==> config.mk <==
export PLATFORM = sky130hd
export DESIGN_NAME = bdr_unit
export DESIGN_NICKNAME = d
export VERILOG_FILES = /design/src/rtl/bdr_pkg.sv /design/src/rtl/bdr_unit.sv /design/src/rtl/bdr_addr_file.sv
export SDC_FILE = /design/constraint.sdc
export NUM_CORES = 1
export LEC_CHECK = 0
export ABC_AREA = 1
export BUFFER_PORTS_ARGS = -buffer_cell sky130_fd_sc_hd__buf_4
export CELL_PAD_IN_SITES_DETAIL_PLACEMENT = 0
export CELL_PAD_IN_SITES_GLOBAL_PLACEMENT = 1
export CORE_ASPECT_RATIO = 1.5
export CORE_UTILIZATION = 44
export CTS_BUF_LIST = sky130_fd_sc_hd__clkbuf_4
export CTS_CLUSTER_SIZE = 12
export DETAILED_ROUTE_END_ITERATION = 8
export GPL_TIMING_DRIVEN = 0
export PLACE_DENSITY = 0.87
export SLEW_MARGIN = 25
export SYNTH_ARGS = -nofsm -noshare
export SYNTH_HDL_FRONTEND = slang
export SYNTH_HIERARCHICAL = 1
export SYNTH_SLANG_ARGS = --single-unit
==> constraint.sdc <==
create_clock -name clk_in -period 13.1 [get_ports clk_in]
set_input_delay 2.62 -clock clk_in [delete_from_list [all_inputs] [get_ports clk_in]]
set_output_delay 2.62 -clock clk_in [all_outputs]
set_load 0.005 [all_outputs]
==> src/rtl/bdr_pkg.sv <==
// Package for the breakpoint debug register unit
package bdr_pkg;

  // ********************
  // Register indices
  // ********************
  localparam logic [2:0] IDX_BRK0 = 3'h0;
  localparam logic [2:0] IDX_BRK3 = 3'h3;
  localparam logic [2:0] IDX_ALIAS_STAT = 3'h4;
  localparam logic [2:0] IDX_ALIAS_CTRL = 3'h5;
  localparam logic [2:0] IDX_STATUS = 3'h6;
  localparam logic [2:0] IDX_CONTROL = 3'h7;

  // ********************
  // Field positions
  // ********************
  localparam int STAT_REG_HIT = 13;
  localparam int STAT_STEP_HIT = 14;
  localparam int STAT_TASK_HIT = 15;
  localparam int CTRL_EXACT_LOCAL = 8;
  localparam int CTRL_EXACT_GLOBAL = 9;
  localparam int CTRL_GUARD = 13;
  localparam int CTRL_TYPE_BASE = 16;
  localparam int CTRL_FIELD_STRIDE = 4;
  localparam int NUM_BRK = 4;

  // ********************
  // Reset values
  // ********************
  localparam logic [31:0] STATUS_RESET = 32'h0000_0000;
  localparam logic [31:0] CONTROL_RESET = 32'h0000_0000;
  localparam logic [31:0] ADDR_RESET = 32'h0000_0000;
  localparam logic [31:0] CONTROL_LOCAL_MASK = 32'h0000_0055;

  // ********************
  // Encodings
  // ********************
  localparam logic [1:0] TYPE_EXEC = 2'h0;
  localparam logic [1:0] TYPE_WRITE = 2'h1;
  localparam logic [1:0] TYPE_IO = 2'h2;
  localparam logic [1:0] TYPE_RDWR = 2'h3;
  localparam logic [1:0] SIZE_ONE = 2'h0;
  localparam logic [1:0] SIZE_TWO = 2'h1;
  localparam logic [1:0] SIZE_FOUR = 2'h3;

  // Access kinds presented by the core
  typedef enum logic [1:0] {
    BDR_ACC_FETCH = 2'h0,
    BDR_ACC_READ = 2'h1,
    BDR_ACC_WRITE = 2'h2,
    BDR_ACC_IO = 2'h3
  } bdr_acc_e;

  // One linear access from the pipeline
  typedef struct packed {
    logic valid;
    bdr_acc_e kind;
    logic [31:0] addr;
    logic [1:0] size;
  } bdr_access_s;

  // One debug register move
  typedef struct packed {
    logic valid;
    logic write;
    logic [2:0] index;
    logic [31:0] wdata;
  } bdr_move_s;

  // Response to a move
  typedef struct packed {
    logic done;
    logic invalid_opcode_exception;
    logic protection_fault;
    logic guard_trap;
    logic [31:0] rdata;
  } bdr_resp_s;

  // Exception events reported by the core
  typedef struct packed {
    logic raise;
    logic single_step;
    logic task_switch;
    logic task_trap;
    logic handler_entry;
  } bdr_event_s;

  typedef enum logic [1:0] {
    BDR_IDLE = 2'b00,
    BDR_RESP = 2'b01
  } bdr_state_e;

endpackage

==> src/rtl/bdr_unit.sv <==
// Breakpoint debug register unit: address, status and control registers
//
// Operation
// - Four breakpoint registers each hold a 32-bit linear base address.
// - Matching compares linear addresses, before any physical translation.
// - Extended mode set: slots four and five raise invalid opcode.
// - Extended mode clear: slots four and five alias status and control.
// - Status changes only when a debug exception is raised or software writes it.
// - Hit bits 0-3 record matches regardless of enables.
// - Guard set: move sets status bit 13 and raises debug exception on the same edge.
// - Entering the handler clears the access guard.
// - Single-step sets status bit 14; others may join it.
// - Single-step has no priority; all debug sources share one exception strobe.
// - Task trap sets status bit 15; no control bit gates it.
// - Hardware may clear bits 0-3 only, never others.
// - Local enables 0,2,4,6 permit exceptions; cleared on task switch.
// - Global enables 1,3,5,7 permit exceptions; kept across task switches.
// - Extended mode types: exec, write, I/O, data read/write.
// - Legacy types: code 10 undefined, others the same.
// - Sizes: 00 one, 01 two, 11 four bytes, 10 undefined.
// - Moves allowed only in real mode, SMM or level 0.
// - Data match when any access byte falls within masked range.
`timescale 1ns/1ps
`default_nettype none
module bdr_unit (
  // Clock and reset
  input wire logic clk_in,
  input wire logic rst_n_in,
  // Mode inputs
  input wire logic ext_brk_mode_bit_in,
  input wire logic real_mode_in,
  input wire logic smm_in,
  input wire logic [1:0] priv_level_in,
  // Access and events from the core
  input wire bdr_pkg::bdr_access_s access_in,
  input wire bdr_pkg::bdr_move_s move_in,
  input wire bdr_pkg::bdr_event_s event_in,
  // Answers
  output bdr_pkg::bdr_resp_s resp_out,
  output logic debug_exception_out,
  output logic [3:0] match_out,
  output logic [31:0] status_out,
  output logic [31:0] control_out
);

  // ********************
  // Registers and decode
  // ********************
  logic [31:0] debug_status;
  logic [31:0] debug_control;
  logic [4*32-1:0] brk_base;
  logic [3:0] cond_hit;
  logic [3:0] enabled_hit;
  logic [3:0] local_enable_bits;
  logic [3:0] global_enable_bits;
  logic move_priv_ok;
  logic move_undef;
  logic move_guarded;
  logic move_ok;
  logic [2:0] eff_idx;
  logic addr_wr;
  logic exc_now;
  bdr_pkg::bdr_state_e state;
  bdr_pkg::bdr_state_e next_state;
  logic [31:0] next_rdata;

  assign move_priv_ok = real_mode_in || smm_in || (priv_level_in == 2'h0);
  assign move_undef = ext_brk_mode_bit_in &&
                      (move_in.index == bdr_pkg::IDX_ALIAS_STAT ||
                       move_in.index == bdr_pkg::IDX_ALIAS_CTRL);
  // guard stops the move before it executes
  assign move_guarded = move_in.valid && move_priv_ok && !move_undef &&
                        debug_control[bdr_pkg::CTRL_GUARD];
  assign move_ok = move_in.valid && move_priv_ok && !move_undef && !move_guarded;

  // alias slots onto status and control
  always_comb begin
    eff_idx = move_in.index;
    if (move_in.index == bdr_pkg::IDX_ALIAS_STAT) begin
      eff_idx = bdr_pkg::IDX_STATUS;
    end else if (move_in.index == bdr_pkg::IDX_ALIAS_CTRL) begin
      eff_idx = bdr_pkg::IDX_CONTROL;
    end
  end

  assign addr_wr = move_ok && move_in.write && (eff_idx <= bdr_pkg::IDX_BRK3);

  bdr_addr_file u_addr (
    .clk_in(clk_in),
    .rst_n_in(rst_n_in),
    .wr_en_in(addr_wr),
    .wr_idx_in(eff_idx[1:0]),
    .wr_data_in(move_in.wdata),
    .rd_idx_in(eff_idx[1:0]),
    .rd_data_out(),
    .entries_out(brk_base)
  );

  // ********************
  // Breakpoint comparators
  // ********************
  genvar g;
  generate
    for (g = 0; g < bdr_pkg::NUM_BRK; g++) begin : g_cmp
      logic [1:0] bp_type;
      logic [1:0] bp_size;
      logic [31:0] lo_mask;
      logic [31:0] acc_last;
      logic [31:0] bp_lo;
      logic [31:0] bp_hi;
      logic [31:0] acc_addr;
      logic kind_ok;
      assign bp_type = debug_control[bdr_pkg::CTRL_TYPE_BASE + g*bdr_pkg::CTRL_FIELD_STRIDE +: 2];
      assign bp_size = debug_control[bdr_pkg::CTRL_TYPE_BASE + g*bdr_pkg::CTRL_FIELD_STRIDE
                                     + 2 +: 2];
      // size decode; undefined code treated as one byte
      assign lo_mask = (bp_size == bdr_pkg::SIZE_FOUR) ? 32'hFFFF_FFFC :
                       (bp_size == bdr_pkg::SIZE_TWO) ? 32'hFFFF_FFFE : 32'hFFFF_FFFF;
      // base masked by size, range overlap on any byte
      assign bp_lo = brk_base[g*32 +: 32] & lo_mask;
      assign bp_hi = bp_lo | ~lo_mask;
      // linear address, I/O ports zero extended from 16 bits
      assign acc_addr = (access_in.kind == bdr_pkg::BDR_ACC_IO) ?
                        {16'h0000, access_in.addr[15:0]} : access_in.addr;
      assign acc_last = acc_addr + ((access_in.size == bdr_pkg::SIZE_FOUR) ? 32'h0000_0003 :
                        (access_in.size == bdr_pkg::SIZE_TWO) ? 32'h0000_0001 : 32'h0000_0000);
      // type decode; I/O only in extended mode
      always_comb begin
        case (bp_type)
          bdr_pkg::TYPE_EXEC: kind_ok = access_in.kind == bdr_pkg::BDR_ACC_FETCH;
          bdr_pkg::TYPE_WRITE: kind_ok = access_in.kind == bdr_pkg::BDR_ACC_WRITE;
          bdr_pkg::TYPE_IO: kind_ok = ext_brk_mode_bit_in &&
                                      access_in.kind == bdr_pkg::BDR_ACC_IO;
          bdr_pkg::TYPE_RDWR: kind_ok = access_in.kind == bdr_pkg::BDR_ACC_READ ||
                                        access_in.kind == bdr_pkg::BDR_ACC_WRITE;
          default: kind_ok = 1'b0;
        endcase
      end
      // fetch matches start address exactly with size one
      assign cond_hit[g] = access_in.valid && kind_ok &&
                           ((access_in.kind == bdr_pkg::BDR_ACC_FETCH) ?
                            (acc_addr == brk_base[g*32 +: 32]) :
                            (acc_addr <= bp_hi && acc_last >= bp_lo));
      assign local_enable_bits[g] = debug_control[2*g];
      assign global_enable_bits[g] = debug_control[2*g + 1];
      assign enabled_hit[g] = cond_hit[g] && (local_enable_bits[g] || global_enable_bits[g]);
    end
  endgenerate

  // single step and the other sources share one exception strobe
  assign exc_now = event_in.raise || event_in.single_step || move_guarded ||
                   (event_in.task_switch && event_in.task_trap) || (|enabled_hit);

  // ********************
  // Status register
  // ********************
  // only exceptions or software writes change status
  always_ff @(posedge clk_in) begin
    if (!rst_n_in) begin
      debug_status <= bdr_pkg::STATUS_RESET;
    end else if (exc_now) begin
      // hit bits reflect conditions, enables ignored
      debug_status[3:0] <= cond_hit;
      if (move_guarded) begin
        debug_status[bdr_pkg::STAT_REG_HIT] <= 1'b1;
      end
      if (event_in.single_step) begin
        debug_status[bdr_pkg::STAT_STEP_HIT] <= 1'b1;
      end
      if (event_in.task_switch && event_in.task_trap) begin
        debug_status[bdr_pkg::STAT_TASK_HIT] <= 1'b1;
      end
    end else if (move_ok && move_in.write && eff_idx == bdr_pkg::IDX_STATUS) begin
      // handler clears status by writing it
      debug_status <= move_in.wdata;
    end
  end

  // ********************
  // Control register
  // ********************
  always_ff @(posedge clk_in) begin
    if (!rst_n_in) begin
      debug_control <= bdr_pkg::CONTROL_RESET;
    end else begin
      if (move_ok && move_in.write && eff_idx == bdr_pkg::IDX_CONTROL) begin
        debug_control <= move_in.wdata;
      end
      if (event_in.task_switch) begin
        debug_control <= (move_ok && move_in.write && eff_idx == bdr_pkg::IDX_CONTROL ?
                          move_in.wdata : debug_control) & ~bdr_pkg::CONTROL_LOCAL_MASK;
      end
      if (event_in.handler_entry) begin
        debug_control[bdr_pkg::CTRL_GUARD] <= 1'b0;
      end
    end
  end

  // ********************
  // Move response
  // ********************
  always_comb begin
    next_state = bdr_pkg::BDR_IDLE;
    case (state)
      bdr_pkg::BDR_IDLE: next_state = move_in.valid ? bdr_pkg::BDR_RESP : bdr_pkg::BDR_IDLE;
      bdr_pkg::BDR_RESP: next_state = move_in.valid ? bdr_pkg::BDR_RESP : bdr_pkg::BDR_IDLE;
      default: next_state = bdr_pkg::BDR_IDLE;
    endcase
  end

  always_ff @(posedge clk_in) begin
    if (!rst_n_in) begin
      state <= bdr_pkg::BDR_IDLE;
    end else begin
      state <= next_state;
    end
  end

  always_comb begin
    next_rdata = 32'h0000_0000;
    if (eff_idx == bdr_pkg::IDX_STATUS) begin
      next_rdata = debug_status;
    end else if (eff_idx == bdr_pkg::IDX_CONTROL) begin
      next_rdata = debug_control;
    end else if (eff_idx <= bdr_pkg::IDX_BRK3) begin
      // flat copy keeps the answer one cycle after the move, like status and control
      next_rdata = brk_base[eff_idx[1:0]*32 +: 32];
    end
  end

  always_ff @(posedge clk_in) begin
    if (!rst_n_in) begin
      resp_out <= '0;
    end else begin
      resp_out.done <= move_in.valid;
      resp_out.invalid_opcode_exception <= move_in.valid && move_undef;
      resp_out.protection_fault <= move_in.valid && !move_priv_ok;
      resp_out.guard_trap <= move_guarded;
      resp_out.rdata <= (move_ok && !move_in.write) ? next_rdata : 32'h0000_0000;
    end
  end

  // ********************
  // Status outputs
  // ********************
  always_ff @(posedge clk_in) begin
    if (!rst_n_in) begin
      debug_exception_out <= 1'b0;
      match_out <= 4'h0;
      status_out <= bdr_pkg::STATUS_RESET;
      control_out <= bdr_pkg::CONTROL_RESET;
    end else begin
      debug_exception_out <= exc_now;
      match_out <= cond_hit;
      status_out <= debug_status;
      control_out <= debug_control;
    end
  end

  // ********************
  // Checks
  // ********************
  // status holds without cause
  a_status_hold: assert property (@(posedge clk_in) disable iff (!rst_n_in)
    (!$past(exc_now) && !($past(move_ok) && $past(move_in.write)))
    |-> $stable(debug_status)) else $error("status changed without cause");

  a_guard_flag: assert property (@(posedge clk_in) disable iff (!rst_n_in)
    move_guarded |=> debug_status[13] && debug_exception_out)
    else $error("guarded move missed flag");

  a_guard_clear: assert property (@(posedge clk_in) disable iff (!rst_n_in)
    event_in.handler_entry |=> !debug_control[13]) else $error("guard not cleared");

  a_step_flag: assert property (@(posedge clk_in) disable iff (!rst_n_in)
    event_in.single_step |=> debug_status[14]) else $error("step flag missing");

  a_step_raise: assert property (@(posedge clk_in) disable iff (!rst_n_in)
    event_in.single_step |=> debug_exception_out) else $error("step raised nothing");

  a_task_flag: assert property (@(posedge clk_in) disable iff (!rst_n_in)
    (event_in.task_switch && event_in.task_trap) |=> debug_status[15])
    else $error("task flag missing");

  a_sticky_flags: assert property (@(posedge clk_in) disable iff (!rst_n_in)
    !(move_ok && move_in.write && eff_idx == bdr_pkg::IDX_STATUS)
    |=> (debug_status[31:4] & $past(debug_status[31:4])) == $past(debug_status[31:4]))
    else $error("status bit cleared by hardware");

  a_local_clear: assert property (@(posedge clk_in) disable iff (!rst_n_in)
    event_in.task_switch |=> (debug_control & 32'h0000_0055) == 32'h0000_0000)
    else $error("local enables kept");

  a_global_keep: assert property (@(posedge clk_in) disable iff (!rst_n_in)
    (event_in.task_switch && !(move_ok && move_in.write && eff_idx == bdr_pkg::IDX_CONTROL))
    |=> (debug_control[7:0] & 8'hAA) == ($past(debug_control[7:0]) & 8'hAA))
    else $error("global enables lost");

  a_undef_slot: assert property (@(posedge clk_in) disable iff (!rst_n_in)
    (move_in.valid && ext_brk_mode_bit_in && (move_in.index == bdr_pkg::IDX_ALIAS_STAT ||
     move_in.index == bdr_pkg::IDX_ALIAS_CTRL))
    |=> resp_out.invalid_opcode_exception) else $error("no invalid opcode");

  a_alias_write: assert property (@(posedge clk_in) disable iff (!rst_n_in)
    (move_ok && move_in.write && move_in.index == bdr_pkg::IDX_ALIAS_CTRL &&
     !event_in.task_switch && !event_in.handler_entry)
    |=> debug_control == $past(move_in.wdata)) else $error("alias write lost");

  a_addr_store: assert property (@(posedge clk_in) disable iff (!rst_n_in)
    addr_wr |=> brk_base[$past(eff_idx[1:0])*32 +: 32] == $past(move_in.wdata))
    else $error("address write lost");

  a_priv_fault: assert property (@(posedge clk_in) disable iff (!rst_n_in)
    (move_in.valid && !real_mode_in && !smm_in && priv_level_in != 2'h0 &&
     !event_in.task_switch && !event_in.handler_entry)
    |=> resp_out.protection_fault && $stable(debug_control))
    else $error("no protection fault");

  a_move_answer: assert property (@(posedge clk_in) disable iff (!rst_n_in)
    move_in.valid |=> resp_out.done && state == bdr_pkg::BDR_RESP)
    else $error("move not answered");

  a_hit_bits: assert property (@(posedge clk_in) disable iff (!rst_n_in)
    exc_now |=> debug_status[3:0] == $past(cond_hit)) else $error("hit bits wrong");

endmodule
`default_nettype wire

==> src/rtl/bdr_addr_file.sv <==
// Four breakpoint linear address registers with registered read port
`timescale 1ns/1ps
`default_nettype none
module bdr_addr_file (
  // Clock and reset
  input wire logic clk_in,
  input wire logic rst_n_in,
  // Write port
  input wire logic wr_en_in,
  input wire logic [1:0] wr_idx_in,
  input wire logic [31:0] wr_data_in,
  // Read port
  input wire logic [1:0] rd_idx_in,
  output logic [31:0] rd_data_out,
  // All entries for the comparators
  output logic [4*32-1:0] entries_out
);

  logic [31:0] mem [0:3];

  // ********************
  // Storage
  // ********************
  genvar g;
  generate
    for (g = 0; g < 4; g++) begin : g_ent
      always_ff @(posedge clk_in) begin
        if (!rst_n_in) begin
          mem[g] <= bdr_pkg::ADDR_RESET;
        end else if (wr_en_in && wr_idx_in == 2'(g)) begin
          mem[g] <= wr_data_in;
        end
      end
      assign entries_out[g*32 +: 32] = mem[g];
    end
  endgenerate

  always_ff @(posedge clk_in) begin
    if (!rst_n_in) begin
      rd_data_out <= bdr_pkg::ADDR_RESET;
    end else begin
      rd_data_out <= mem[rd_idx_in];
    end
  end

endmodule
`default_nettype wire

==> metrics.md <==
| Metric | Value |
|---|---|
| Worst path slowest cell | fa_1 |
| Hold Path Depth | 2 |
| Number of setup buffers added after CTS | 0 |
| Synth-to-Final Area Change | 15.02% |
| PostCTS Resize Cnt | 0 |
| Minimum clock period | approximately 7.8 ns |
| Largest net degree at the start of global routing | 25 |
| Initial core utilization | between 40 and 50% |
| All-Layer GR Usage | a little under a third |
| Multi-input logic area | roughly 0.01 mm² |
| Routed wire length | around 70000 µm |
| Clock Skew | ~0.027 ns |
| CP dominant cell by count | nand2_1 |
| Worst hold path class | reg2reg |
| Status | complete, no violations |
| Syn nets | ~2900 |
| RSZ-0062 raised after global routing | no |
| RePlAce Congestion | just under 1 |
| Max frequency | between 100 and 150 MHz |
| Period utilization | about three fifths |
| Peak VDD IR | 0.00007776 V |
| Initial antenna violation count | 1 |
| Die ar. | 0.04547 mm² |
| Slew @ Worst Pin | 0.9647 ns |
| RR Startpoint | debug_control[18] |
| First-pass GRT wire length | 103200 µm |
| Max-Cap Viols | 0 |
| CP Class | in2reg |
| Dpl hpwl | ~58000 µm |
| Max_slew headroom | between 30% and 40% |
| Pwr Density | 91.76 mW/mm² |
| Element type at the critical path end | flip-flop |
| Hold Buf Count CTS | 0 |
| Lkg Pwr | between 10 and 15 nW |
| Fin area | about 0.023 mm² |
| H-tree levels | 2 |
| Sequential Area | about 0.0072 mm² |
| YS warnings | 6 |
| ANT nets after route | 0 |
| Post-Synthesis Cell Area | a little under 0.02 mm² |
| Wire length per cell | 20.61 µm |
| CP required | about 14 ns |
| Post-DP Area | between 0.02 and 0.025 mm² |
| Clk_lat worst skew | approximately 0.71 ns |
| Share of cells above drive strength 1 | 14.79% |
| # port buffers | approximately 190 |
| Num ports | roughly 190 |
| Die W | between 150 and 200 µm |
| Fillers | 4382 |
| Core area | 0.04399 mm² |
| Crit start category | primary input |
| Flop2flop setup slack | slightly below 10 ns |
| Number of global-route vias before repair | roughly 18000 |
| CTS tree | done |
| Die Y | 260.7 µm |
| Vias | around 18000 |
| Crit-path max FO | 10 |
| Synth Instances | roughly 2500 |
| CP max stage delay | ~0.42 ns |
| Mean area per synthesized cell | between 7 and 8 µm² |
| Hold endpoint | status_out[0] |
| TNS Setup | 0 ns |
| Clock root cell | clkbuf_4 |
| Max Slew Vio Count | 0 |
| Total CTS buffers | between 50 and 60 |
| WP data arrival | approximately 8.5 ns |
| Routed vias/inst | ~5.3 |
| WHS | between 0.4 and 0.5 ns |
| CTS sink count | around 300 |
| R2R depth | 23 |
| Post-layout nets | ~3100 |
| Hold_sp | debug_status[0] |
| Initial detailed-routing violation count | roughly 1100 |
| DRC viols | 0 |
| DRT Pass-1 Iters | 7 |
| Final hold vios | 0 |
| Final setup vio count | 0 |
| R2r endpoint | debug_status[25] |
| Deepest clock path buffer count | 3 |
| Clk pin slew, worst setup/hold paths | 0.08 ns |
| GRT overflow | 0 |
| Site Rows | 94 |
==> layout by cell type, fill, tap and decap left out, types with 11 or more instances in the layout <==
master / count
a21oi_1: 143
nand2_1: 600
xor2_1: 19
dfxtp_1: 169
o211ai_1: 23
nand2_4: 20
inv_1: 444
a31oi_1: 14
clkbuf_4: 85
nand2_2: 11
clkinv_1: 13
nand4_1: 22
inv_2: 11
nor2_2: 32
ha_1: 261
o21ai_0: 112
buf_4: 192
edfxtp_1: 128
nor2_1: 256
nand3_1: 60
a21oi_2: 21
buf_6: 12
clkbuf_1: 50
==> critical path: cells and delay by family <==
family / cells / cell delay [ns]
simple gates: 22 / 3.68
buf+inv: 7 / 0.95
fa+ha+maj: 3 / 0.89
xor+xnor: 1 / 0.17
compound gates: 1 / 0.12
==> registers in the layout (all words and copies together) (netlist names) <==
name and count:
u_addr/mem 128, status_out 32, resp_out 36, control_out 32, debug_status 32, debug_control 32
debug_exception_out 1, match_out 4
==> layout make-up <==
type	instances	share of cell area, %
Buffer	71	1.846
Tap cell	576	3.193
Antenna cell	2	0.02217
Multi-Input combinational cell	1702	45.50
Clock buffer	85	2.827
Clock inverter	14	0.2605
Sequential cell	297	32.02
Inverter	458	7.628
Timing Repair Buffer	192	6.708
==> where the power goes <==
group	switching, mW	internal (mW)
combinational	0.284	0.139
clock	0.350	0.295
sequential	0.0139	0.989
==> stage by stage <==
| step | setup WS (ns) | power [mW] | std cells | util, % |
|---|---|---|---|---|
| after global placement | 4.715 | 1.426 | 3292 | 49.46 |
| after CTS | 5.426 | 2.079 | 3395 | 51.30 |
| after global routing | 4.992 | 2.168 | 3396 | 51.31 |
| final | 5.266 | 2.071 | 3397 | 51.31 |
| after detailed placement | 4.690 | 1.442 | 3296 | 49.72 |
| after floorplan | 6.467 | 1.272 | 2528 | - |
==> worst max path at each step <==
stage	from	end	slack [ns]	cells after the start
finish	access_in[0]	debug_status[25]	5.27	34
detailed placement	access_in[0]	debug_status[21]	4.69	34
CTS	access_in[0]	debug_status[12]	5.43	34
global route	access_in[0]	debug_status[11]	4.99	34
floorplan	access_in[0]	debug_status[16]	6.47	33
global placement	access_in[0]	debug_status[22]	4.71	34
==> layer usage <==
layer | routed length [µm] | global-route usage (%)
met1 | 25700 | 32.71
met2 | 34890 | 55.64
met3 | 3754 | 3.074
met4 | 5668 | 23.27
met5 | 0 | 0
Power figures use the tool's default switching activity.
